===== src/shared/agcc_pkg.sv =====
// constants, register layout and helper tables for the gain loop config
`default_nettype none
package agcc_pkg;

	localparam logic [7:0] AGCC_CTRL_OFS = 8'h1c;
	localparam logic [7:0] AGCC_CTRL_RST = 8'h91;

	localparam int AGCC_HYST_LSB = 6;
	localparam int AGCC_WAIT_LSB = 4;
	localparam int AGCC_HOLD_LSB = 2;
	localparam int AGCC_FILT_LSB = 0;

	localparam logic [5:0] AGCC_WAIT_UNIT = 6'h08;
	localparam logic [4:0] AGCC_OOK_STEP_DB = 5'h04;

	localparam logic [1:0] AGCC_HOLD_NONE = 2'h0;
	localparam logic [1:0] AGCC_HOLD_SYNC = 2'h1;
	localparam logic [1:0] AGCC_HOLD_ANA = 2'h2;
	localparam logic [1:0] AGCC_HOLD_ALL = 2'h3;

	typedef struct packed {
		logic [1:0] hyst;
		logic [1:0] wait_sel;
		logic [1:0] hold;
		logic [1:0] filt;
	} agcc_ctrl_t;

	typedef struct packed {
		logic wr;
		logic rd;
		logic [7:0] addr;
		logic [7:0] wdata;
	} agcc_reg_req_t;

	typedef enum logic {
		AGCC_ST_ACCUM = 1'b0,
		AGCC_ST_SETTLE = 1'b1
	} agcc_state_t;

	// margin above target before gain is lowered
	function automatic logic [3:0] agcc_hyst_hi(input logic [1:0] sel);
		case (sel)
			2'h0: agcc_hyst_hi = 4'h1;
			2'h1: agcc_hyst_hi = 4'h2;
			2'h2: agcc_hyst_hi = 4'h3;
			default: agcc_hyst_hi = 4'h4;
		endcase
	endfunction : agcc_hyst_hi

	// margin below target before gain is raised
	function automatic logic [3:0] agcc_hyst_lo(input logic [1:0] sel);
		case (sel)
			2'h0: agcc_hyst_lo = 4'h1;
			2'h1: agcc_hyst_lo = 4'h3;
			2'h2: agcc_hyst_lo = 4'h5;
			default: agcc_hyst_lo = 4'h8;
		endcase
	endfunction : agcc_hyst_lo

	// last sample index of an averaging run: 8, 16, 32, 64 samples
	function automatic logic [5:0] agcc_len_last(input logic [1:0] sel);
		case (sel)
			2'h0: agcc_len_last = 6'h07;
			2'h1: agcc_len_last = 6'h0f;
			2'h2: agcc_len_last = 6'h1f;
			default: agcc_len_last = 6'h3f;
		endcase
	endfunction : agcc_len_last

endpackage : agcc_pkg
`default_nettype wire


===== src/logic/agcc_avg.sv =====
// running average of channel filter magnitude over 8..64 samples
`timescale 1ns/1ps
`default_nettype none
module agcc_avg #(
	parameter int MAG_W = 8
) (
	input wire logic core_clk,
	input wire logic rst_n,
	input wire logic clear,
	input wire logic in_valid,
	input wire logic [MAG_W-1:0] in_mag,
	input wire logic [1:0] len_sel,
	output logic mean_valid_q,
	output logic [MAG_W-1:0] mean_q
);
	import agcc_pkg::*;

	localparam int ACC_W = MAG_W + 7;

	logic [ACC_W-1:0] acc_q;
	logic [5:0] cnt_q;
	logic [ACC_W-1:0] sum;
	logic [ACC_W-1:0] scaled;
	logic last;

	assign sum = acc_q + {{(ACC_W-MAG_W){1'b0}}, in_mag};
	assign scaled = sum >> ({1'b0, len_sel} + 3'h3);
	assign last = (cnt_q == agcc_len_last(len_sel));

	always_ff @(posedge core_clk or negedge rst_n)
	begin
		if (!rst_n)
		begin
			acc_q <= '0;
			cnt_q <= 6'h00;
		end
		else if (clear)
		begin
			acc_q <= '0;
			cnt_q <= 6'h00;
		end
		else if (in_valid)
		begin
			acc_q <= last ? '0 : sum;
			cnt_q <= last ? 6'h00 : cnt_q + 6'h01;
		end
	end

	always_ff @(posedge core_clk or negedge rst_n)
	begin
		if (!rst_n)
		begin
			mean_valid_q <= 1'b0;
			mean_q <= '0;
		end
		else
		begin
			mean_valid_q <= in_valid && last && !clear;
			if (in_valid && last && !clear)
				mean_q <= scaled[MAG_W-1:0];
		end
	end

endmodule : agcc_avg
`default_nettype wire


===== src/logic/agcc_loop.sv =====
// gain loop configuration register and the gain stepping loop it steers
`timescale 1ns/1ps
`default_nettype none
// Overview of operation
// - hysteresis field picks dead zone, default 2
// - wait 8/16/24/32 samples after gain step
// - hold 0: always adjust gain when needed
// - hold 1: freeze gain once sync found
// - hold 2: fix analogue gain, adjust digital
// - hold 3: fix both gains for manual override
// - filter length averages 8/16/32/64 samples
// - filter length sets OOK boundary 4-16 dB
module agcc_loop #(
	parameter int MAG_W = 8,
	parameter int ANA_W = 3,
	parameter int DIG_W = 3
) (
	input wire logic core_clk,
	input wire logic rst_n,
	input wire agcc_pkg::agcc_reg_req_t reg_req,
	output logic [7:0] reg_rdata_q,
	input wire logic sample_valid,
	input wire logic [MAG_W-1:0] sample_mag,
	input wire logic [MAG_W-1:0] mag_target,
	input wire logic sync_found,
	input wire logic rx_start,
	output logic [ANA_W-1:0] ana_gain_q,
	output logic [DIG_W-1:0] dig_gain_q,
	output logic ook_symbol_q,
	output logic sync_hold_q,
	output logic settling_q
);
	import agcc_pkg::*;

	localparam logic [ANA_W-1:0] ANA_MAX = {ANA_W{1'b1}};
	localparam logic [DIG_W-1:0] DIG_MAX = {DIG_W{1'b1}};
	localparam logic [ANA_W-1:0] ANA_ONE = {{(ANA_W-1){1'b0}}, 1'b1};
	localparam logic [DIG_W-1:0] DIG_ONE = {{(DIG_W-1){1'b0}}, 1'b1};

	agcc_ctrl_t ctrl_q;
	agcc_ctrl_t cfg_q;
	agcc_state_t state_q;
	logic [5:0] wait_cnt_q;
	logic mean_valid;
	logic [MAG_W-1:0] mean;
	logic ctrl_hit;
	logic [MAG_W:0] hi_lim;
	logic [MAG_W:0] lo_sum;
	logic too_strong;
	logic too_weak;
	logic ana_lock;
	logic dig_lock;
	logic ana_dn;
	logic ana_up;
	logic dig_dn;
	logic dig_up;
	logic step;
	logic load_cfg;
	logic [MAG_W:0] ook_sum;
	logic [5:0] wait_last;

	assign ctrl_hit = (reg_req.addr == AGCC_CTRL_OFS);

	// host register write
	always_ff @(posedge core_clk or negedge rst_n)
	begin
		if (!rst_n)
			ctrl_q <= AGCC_CTRL_RST;
		else if (reg_req.wr && ctrl_hit)
		begin
			ctrl_q.hyst <= reg_req.wdata[AGCC_HYST_LSB +: 2];
			ctrl_q.wait_sel <= reg_req.wdata[AGCC_WAIT_LSB +: 2];
			ctrl_q.hold <= reg_req.wdata[AGCC_HOLD_LSB +: 2];
			ctrl_q.filt <= reg_req.wdata[AGCC_FILT_LSB +: 2];
		end
	end

	// read answer one cycle after the strobe, zero off the map
	always_ff @(posedge core_clk or negedge rst_n)
	begin
		if (!rst_n)
			reg_rdata_q <= 8'h00;
		else if (reg_req.rd)
			reg_rdata_q <= ctrl_hit ? ctrl_q : 8'h00;
	end

	// working copy taken only between gain steps
	always_ff @(posedge core_clk or negedge rst_n)
	begin
		if (!rst_n)
			cfg_q <= AGCC_CTRL_RST;
		else if (load_cfg)
			cfg_q <= ctrl_q;
	end

	agcc_avg #(
		.MAG_W(MAG_W)
	) u_avg (
		.core_clk(core_clk),
		.rst_n(rst_n),
		.clear(state_q == AGCC_ST_SETTLE),
		.in_valid(sample_valid && state_q == AGCC_ST_ACCUM),
		.in_mag(sample_mag),
		.len_sel(cfg_q.filt),
		.mean_valid_q(mean_valid),
		.mean_q(mean)
	);

	// dead zone around the target
	assign hi_lim = {1'b0, mag_target} + {{(MAG_W-3){1'b0}}, agcc_hyst_hi(cfg_q.hyst)};
	assign lo_sum = {1'b0, mean} + {{(MAG_W-3){1'b0}}, agcc_hyst_lo(cfg_q.hyst)};
	assign too_strong = ({1'b0, mean} > hi_lim);
	assign too_weak = (lo_sum < {1'b0, mag_target});

	// hold policy: which gain stages may move
	always_comb
	begin
		ana_lock = 1'b0;
		dig_lock = 1'b0;
		unique case (cfg_q.hold)
			AGCC_HOLD_NONE:
			begin
				ana_lock = 1'b0;
				dig_lock = 1'b0;
			end
			AGCC_HOLD_SYNC:
			begin
				ana_lock = sync_hold_q;
				dig_lock = sync_hold_q;
			end
			AGCC_HOLD_ANA:
			begin
				ana_lock = 1'b1;
				dig_lock = 1'b0;
			end
			AGCC_HOLD_ALL:
			begin
				ana_lock = 1'b1;
				dig_lock = 1'b1;
			end
		endcase
	end

	// analogue stage moves first, digital takes over at its limits or while analogue is locked
	always_comb
	begin
		ana_dn = 1'b0;
		ana_up = 1'b0;
		dig_dn = 1'b0;
		dig_up = 1'b0;
		if (mean_valid && too_strong)
		begin
			if (!ana_lock && ana_gain_q != '0)
				ana_dn = 1'b1;
			else if (!dig_lock && dig_gain_q != '0)
				dig_dn = 1'b1;
		end
		else if (mean_valid && too_weak)
		begin
			if (!ana_lock && ana_gain_q != ANA_MAX)
				ana_up = 1'b1;
			else if (!dig_lock && dig_gain_q != DIG_MAX)
				dig_up = 1'b1;
		end
	end

	assign step = ana_dn || ana_up || dig_dn || dig_up;
	assign wait_last = ({4'h0, cfg_q.wait_sel} + 6'h01) * AGCC_WAIT_UNIT - 6'h01;
	assign load_cfg = (mean_valid && !step) ||
		(state_q == AGCC_ST_SETTLE && sample_valid && wait_cnt_q == 6'h00);

	always_ff @(posedge core_clk or negedge rst_n)
	begin
		if (!rst_n)
		begin
			ana_gain_q <= ANA_MAX;
			dig_gain_q <= DIG_MAX;
		end
		else
		begin
			if (ana_dn)
				ana_gain_q <= ana_gain_q - ANA_ONE;
			else if (ana_up)
				ana_gain_q <= ana_gain_q + ANA_ONE;
			if (dig_dn)
				dig_gain_q <= dig_gain_q - DIG_ONE;
			else if (dig_up)
				dig_gain_q <= dig_gain_q + DIG_ONE;
		end
	end

	// settle wait counted in channel filter samples
	always_ff @(posedge core_clk or negedge rst_n)
	begin
		if (!rst_n)
		begin
			state_q <= AGCC_ST_ACCUM;
			settling_q <= 1'b0;
			wait_cnt_q <= 6'h00;
		end
		else
		begin
			unique case (state_q)
				AGCC_ST_ACCUM:
					if (step)
					begin
						state_q <= AGCC_ST_SETTLE;
						settling_q <= 1'b1;
						wait_cnt_q <= wait_last;
					end
				AGCC_ST_SETTLE:
					if (sample_valid)
					begin
						if (wait_cnt_q == 6'h00)
						begin
							state_q <= AGCC_ST_ACCUM;
							settling_q <= 1'b0;
						end
						else
							wait_cnt_q <= wait_cnt_q - 6'h01;
					end
			endcase
		end
	end

	// sync freeze latch, set wins over clear
	always_ff @(posedge core_clk or negedge rst_n)
	begin
		if (!rst_n)
			sync_hold_q <= 1'b0;
		else if (sync_found && ctrl_q.hold == AGCC_HOLD_SYNC)
			sync_hold_q <= 1'b1;
		else if (rx_start || ctrl_q.hold != AGCC_HOLD_SYNC)
			sync_hold_q <= 1'b0;
	end

	// ook slicer: boundary below target, 4 dB per step
	assign ook_sum = {1'b0, sample_mag} +
		{{(MAG_W-4){1'b0}}, ({3'h0, cfg_q.filt} + 5'h01) * AGCC_OOK_STEP_DB};

	always_ff @(posedge core_clk or negedge rst_n)
	begin
		if (!rst_n)
			ook_symbol_q <= 1'b0;
		else if (sample_valid)
			ook_symbol_q <= (ook_sum >= {1'b0, mag_target});
	end

endmodule : agcc_loop
`default_nettype wire


===== config.mk =====
export PLATFORM = sky130hd
export DESIGN_NAME = agcc_loop
export DESIGN_NICKNAME = d
export VERILOG_FILES = /design/src/shared/agcc_pkg.sv /design/src/logic/agcc_avg.sv /design/src/logic/agcc_loop.sv
export SDC_FILE = /design/constraint.sdc
export NUM_CORES = 1
export LEC_CHECK = 0
export BUFFER_PORTS_ARGS = -buffer_cell sky130_fd_sc_hd__buf_2
export CORE_ASPECT_RATIO = 1.2
export CORE_MARGIN = 4
export CORE_UTILIZATION = 60
export CTS_CLUSTER_DIAMETER = 80
export DETAILED_ROUTE_END_ITERATION = 8
export PLACE_DENSITY_LB_ADDON = 0.12
export SYNTH_ARGS = -nofsm -noshare
export SYNTH_HDL_FRONTEND = slang
export SYNTH_SLANG_ARGS = --single-unit

===== constraint.sdc =====
create_clock -name core_clk -period 12.6 [get_ports core_clk]
set_input_delay 2.52 -clock core_clk [delete_from_list [all_inputs] [get_ports core_clk]]
set_output_delay 2.52 -clock core_clk [all_outputs]
set_load 0.005 [all_outputs]

==> results.toml, run 1 <==
[setup_path]
start_kind = "input pin"
endpoint_kind = "register"
crit_required_ps = 12880
crit_chain = "buf_2 -> ha_1 -> inv_1 -> fa_1 -> nor2b_4 -> o2111a_2 -> xnor2_1 -> ha_1 -> nand3_1 -> nor3_1 -> a311oi_4 -> nand3_1 -> fa_1 -> o41ai_1 -> xor2_1"
crit_slowest_cell = "o41ai_1"
path_max_fanout = 7
crit_path_max_incr_delay_ps = 450
path_class = "in2reg"
crit_arrival_ps = 5920

[cts]
post_cts_buffers = 0
cts-root-buf = "clkbuf_8"
cts_tree = "built"
ctsHtreeMaxLevel = 3
cts_hold_buf = 0
clkTransAtPathRegs_ps = 80
cts_num_sinks = 69
cts_resized = 0
cts_buffers = 9
clk_path_buf_depth = 2
clk_latency_ps = 340

[logic_synthesis]
yosys_warnings = 0
synth.ff_latch_count = 69
syn_area_per_cell_um2 = 9.588
synth_edf_count = 0
synth_top_flop_cell = "dfrtp_1"
ys_async_sr_fraction_pct = 100.0
synth_top_cell_by_area = "dfrtp_1"
ys_types = 74
post-synth-top-area-fraction_pct = 27.70
netlist_top_cells_area = "dfrtp_1 28%, ha_1 13%, dfstp_2 6.1%, xnor2_1 4.4%, o21ai_0 3.4%"
ys_seq_area_share_pct = 33.83
netlist_area_um2 = 5149
synthCells = 537
synth.net_count = 634

[power]
switchingPower_uw = 362.4
clkPwrFrac_pct = 20.9
p_leak_uw = 0.002743
internal_power_uw = 538.3
sw_frac_of_total_pct = 40.24
p_per_area_nw_per_um2 = 157.9
power_frac_seq_pct = 36.1
vdd_drop_max_v = 0.00008631
comb_power_share_pct = 43.0

[timing]
relSlewSlack_pct = 10.91
period_share_pct = 44.82
worstMarginPinSlew_ps = 1331
period_minus_slack_ps = 5647
setup_viol = 0
rsz0062_at_grt = "false"
finalSetupTns_ps = 0
maxSlewViolCount = 0
whs_ps = 501.9
skew_ps = 8.600
hold_viol_final = 0
clock.fmax_mhz = 177.1

[worst_hold_path]
hp-class = "reg2reg"

[die]
dieHeight_um = 109.5
ios = 56
die_area_um2 = 10130
core_area_um2 = 8243
initial_utilization_pct = 62.46
die-width_um = 92.57
row_count = 36

[cells_and_area]
synthToLayoutAreaGrowth_pct = 10.81
nFillCells = 677
seq_area_um2 = 1742
nNetsFinal = 686
multi_input_area_um2 = 3147
most-common-layout-cells = "57 x dfrtp_1, 55 x buf_2, 52 x ha_1"
drive_above_1_share_pct = 20.37
final_core_util_pct = 69.22
diodes = 0
final_common_cell = "dfrtp_1"

[detailed_routing]
routed_wl_mm = 11.54
vias = 4238
viasPerCell = 5.986
wl_per_cell_um = 16.30
ant_nets = 0
drcViolationCount = 0
drtPass1Iterations = 5
drtIter0Drc = 241

[grt]
grt_pass1_vias = 4212
grt.overflow.total = 0
grt_pass1_wl_mm = 19.66
grt_max_degree = 70
grt_usage_pct = 24.18
antenna_found_initial = 0

[outcome]
status = "complete, no violations"

[flow_run]
max_cap_viol_count = 0

[placement]
gp_congestion = 0.8352
port_buffers = 55
dp_hpwl_mm = 8.793
## layer usage
| layer | routed length, um | track usage, % |
|---|---|---|
| met1 | 5051 | 31.50 |
| met2 | 5638 | 40.44 |
| met3 | 575 | 3.149 |
| met4 | 276 | 10.83 |
| met5 | 0 | 0 |
## kinds of logic after synthesis
logic type | share of synthesized area (%)
fa+ha+maj | 14.97
compound gates | 18.74
buf+inv | 5.054
mux | 6.489
xor+xnor | 6.124
flops | 33.83
simple gates | 14.80
## stage by stage
step / cells / setup WS (ps) / power (uW) / area (um2)
6_report: 708 / 6953 / 900.7 / 5705
4_1_cts: 708 / 6959 / 903.5 / 5705
3_5_place_dp: 692 / 6613 / 711.7 / 5498
5_1_grt: 708 / 6670 / 973.0 / 5705
3_3_place_gp: 692 / 6714 / 692.3 / 5498
2_1_floorplan: 537 / 6952 / 610.4 / 5149
## cell usage after synthesis (all sizes together), types with 5 or more instances
cell / instances
dfrtp: 57
ha: 52
inv: 45
nand2: 41
o21ai: 37
nor2: 30
nand3: 27
xnor2: 26
a21oi: 22
mux2: 19
a21o: 13
clkbuf: 12
dfstp: 12
and3: 11
xor2: 10
mux2i: 9
nor2b: 9
nand4: 7
nor3: 7
a211oi: 6
a22o: 6
fa: 6
a211o: 5
o31ai: 5
## state kept, by name (all words and copies together), names as in the netlist
register / count
ana_gain_q: 3
cfg_q: 8
ctrl_q: 8
dig_gain_q: 3
ook_symbol_q: 1
reg_rdata_q: 8
settling_q: 1
state_q: 1
sync_hold_q: 1
u_avg.acc_q: 14
u_avg.cnt_q: 6
u_avg.mean_q: 8
u_avg.mean_valid_q: 1
wait_cnt_q: 6
## critical path, delay by kind of cell
kind / cells / cell delay, ps
xor gates and xnor gates: 2 / 310
buffers and inverters: 2 / 160
AOI/OAI and AO/OA: 3 / 1120
and+or+nand+nor: 4 / 530
adders and majority gates: 4 / 1270
## power by group through the flow
| stage | registers [uW] | clock network [uW] | logic (uW) |
|---|---|---|---|
| after detailed placement | 328 | 0 | 384 |
| final | 325 | 188 | 387 |
| after floorplan | 304 | 0 | 307 |
| after global placement | 325 | 0 | 367 |
| after CTS | 324 | 192 | 387 |
| after global routing | 333 | 203 | 437 |
## path summary, 6_finish.rpt
check                         startpoint             end  cells after the start  slack, ps
min in group asynchronous          rst_n  u_avg.acc_q[0]                      2       2340
min                            ctrl_q[3]     sync_hold_q                      1        500
min reg2reg                    ctrl_q[3]     sync_hold_q                      1        500
max                        mag_target[0]   dig_gain_q[2]                     15       6950
max in group asynchronous          rst_n   wait_cnt_q[4]                      2       9620
max reg2reg                     cfg_q[6]        cfg_q[5]                     16       8230
## layout make-up
cell class	instances	share of cell area, %
inverters	49	3.224
clock inverters	6	1.228
flip-flops and latches	69	30.53
multi-input cells	404	55.15
clock buffers	10	2.412
well taps	114	2.500
repair buffers	56	4.956
(Power assumes the default switching activity.)
==> run 2, diff against run 1 <==
--- a/config.mk
+++ b/config.mk
@@ -8,7 +8,7 @@
 export BUFFER_PORTS_ARGS = -buffer_cell sky130_fd_sc_hd__buf_2
 export CORE_ASPECT_RATIO = 1.2
 export CORE_MARGIN = 4
-export CORE_UTILIZATION = 60
+export CORE_UTILIZATION = 54
 export CTS_CLUSTER_DIAMETER = 80
 export DETAILED_ROUTE_END_ITERATION = 8
 export PLACE_DENSITY_LB_ADDON = 0.12
==> constraint.sdc (replaced) <==
create_clock -name core_clk -period 4.7 [get_ports core_clk]
set_input_delay 0.94 -clock core_clk [delete_from_list [all_inputs] [get_ports core_clk]]
set_output_delay 0.94 -clock core_clk [all_outputs]
set_load 0.005 [all_outputs]
==> run 2 against run 1 <==
Sequential cell count stayed put. Worst hold slack worse by 4.5 ps. Cell count up 0.99%. Non-clock buffer count rose by 1. Highest routed layer unchanged. Largest cell class unchanged. Clock-buffer cell count rose by 2. Power increased to 2.7 times the previous value. Critical path depth grew 2. Combinational power grew to 2.7 times the previous value.
==> results.toml, run 2 (synthesis gave the netlist of run 1 again) <==
[timing]
skew_ps = 9.915
hold_viol_final = 0
finalSetupTns_ps = 0
maxSlewViolCount = 0
rsz0062_at_grt = "false"
setup_viol = 0
period_minus_slack_ps = 4313
relSlewSlack_pct = 25.63
period_share_pct = 91.76
fin_ws_ps = 387.4
clock.fmax_mhz = 231.9
worstMarginPinSlew_ps = 1116
whs_ps = 497.4

[cts]
cts_num_sinks = 69
clk_latency_ps = 350
clkTransAtPathRegs_ps = 80
cts_buffers = 9
post_cts_buffers = 0
clk_path_buf_depth = 2
ctsHtreeMaxLevel = 3
cts_resized = 0
cts-root-buf = "clkbuf_8"
cts_tree = "built"
cts_hold_buf = 0

[detailed_routing]
ant_nets = 0
wl_per_cell_um = 15.95
vias = 4138
routed_wl_mm = 11.40
drtIter0Drc = 257
drtPass1Iterations = 4
drcViolationCount = 0
viasPerCell = 5.787

[setup_path]
start_kind = "register"
r2r_cells = 17
worstReg2RegStart = "cfg_q[7]"
crit_arrival_ps = 4590
path_max_fanout = 7
r2r_end = "ana_gain_q[2]"
path_class = "reg2reg"
endpoint_kind = "register"
r2r_setup_slack_ps = 390
crit_required_ps = 4980

[worst_hold_path]
min_to = "u_avg.acc_q[2]"
hp-class = "reg2reg"
whs_path_depth = 2
holdCritStartpoint = "u_avg.acc_q[2]"

[grt]
grt_pass1_wl_mm = 19.45
grt_pass1_vias = 4060
grt.overflow.total = 0
grt_max_degree = 52
grt_usage_pct = 21.57
antenna_found_initial = 0

[cells_and_area]
synthToLayoutAreaGrowth_pct = 10.84
nNetsFinal = 687
max_flop_register = "u_avg.acc_q"
final_common_cell = "dfrtp_1"
nFillCells = 795
drive_above_1_share_pct = 20.17
largest_reg_flops = 14
diodes = 0
most-common-layout-cells = "57 x dfrtp_1, 55 x buf_2, 52 x ha_1"

[die]
die-width_um = 97.14
row_count = 38
core_area_um2 = 9176
initial_utilization_pct = 56.11
dieHeight_um = 115.0
die_area_um2 = 11170
ios = 56

[placement]
port_buffers = 55
place_ws_ps = 236.0
dp_hpwl_mm = 8.908
gp_congestion = 0.8348

[outcome]
status = "complete, no violations"

[power]
vdd_drop_max_v = 0.0002180
p_leak_uw = 0.002741
p_per_area_nw_per_um2 = 419.6

[flow_run]
max_cap_viol_count = 0
run 2: cell types whose count changed in the layout (fill, tap and decap cells not counted):
cell / previous run / this run
clkinv_2: 1 / 2
clkinv_4: 2 / 1
clkbuf_1: 0 / 2
buf_4: 1 / 2
inv_6: 2 / 0
run 2: worst max path at each step:
stage | from | endpoint | slack (ps) | cells after the start
final | cfg_q[7] | ana_gain_q[2] | 390 | 17
after global routing | cfg_q[7] | ana_gain_q[2] | 30 | 17
after CTS | cfg_q[7] | ana_gain_q[2] | 350 | 17
after detailed placement | mag_target[0] | ana_gain_q[2] | 240 | 15
after global placement | mag_target[0] | dig_gain_q[2] | 350 | 15
after floorplan | mag_target[0] | dig_gain_q[2] | 630 | 14
run 2: layout make-up:
type                    instances  area [um2]  share of cell area [%]
well taps                     120       150.1                   2.631
clock buffers                  12       145.1                   2.543
inverters                      49       183.9                   3.223
flip-flops and latches         69        1742                   30.52
multi-input cells             404        3147                   55.14
clock inverters                 4       48.80                  0.8551
repair buffers                 57       290.3                   5.087
run 2: report_power, final:
part	switching, uW	internal (uW)	total, uW
sequential	149	723	872
combinational	579	458	1040
clock	226	259	485
total	954	1440	2390
run 2: layer usage:
layer	wire (um)	vias to the layer above	global-route usage (%)
met5	0	-	0
li1	-	2044	-
met3	544	17	4.612
met1	5112	1988	27.85
met2	5575	89	35.87
met4	170	0	8.240
run 2: worst max-delay path: stages, from the launching register on:
cell,delay [ps]
dfstp_2,580
ha_1,160
nor2_1,60
nor2_1,110
ha_1,190
inv_1,60
fa_1,440
nor2b_4,130
o2111a_2,240
xnor2_1,130
ha_1,260
nand3_1,120
nor3_1,90
a311oi_4,460
nand3_1,200
fa_1,420
o41ai_1,420
xor2_1,190
run 2: per-stage QoR:
stage	instances	total power [uW]	util [%]	instance area (um2)
after floorplan	537	1636	-	5149
after global placement	699	1871	60.08	5513
after detailed placement	699	1916	60.08	5513
after CTS	715	2410	62.19	5707
after global routing	715	2600	62.19	5707
final	715	2395	62.19	5707
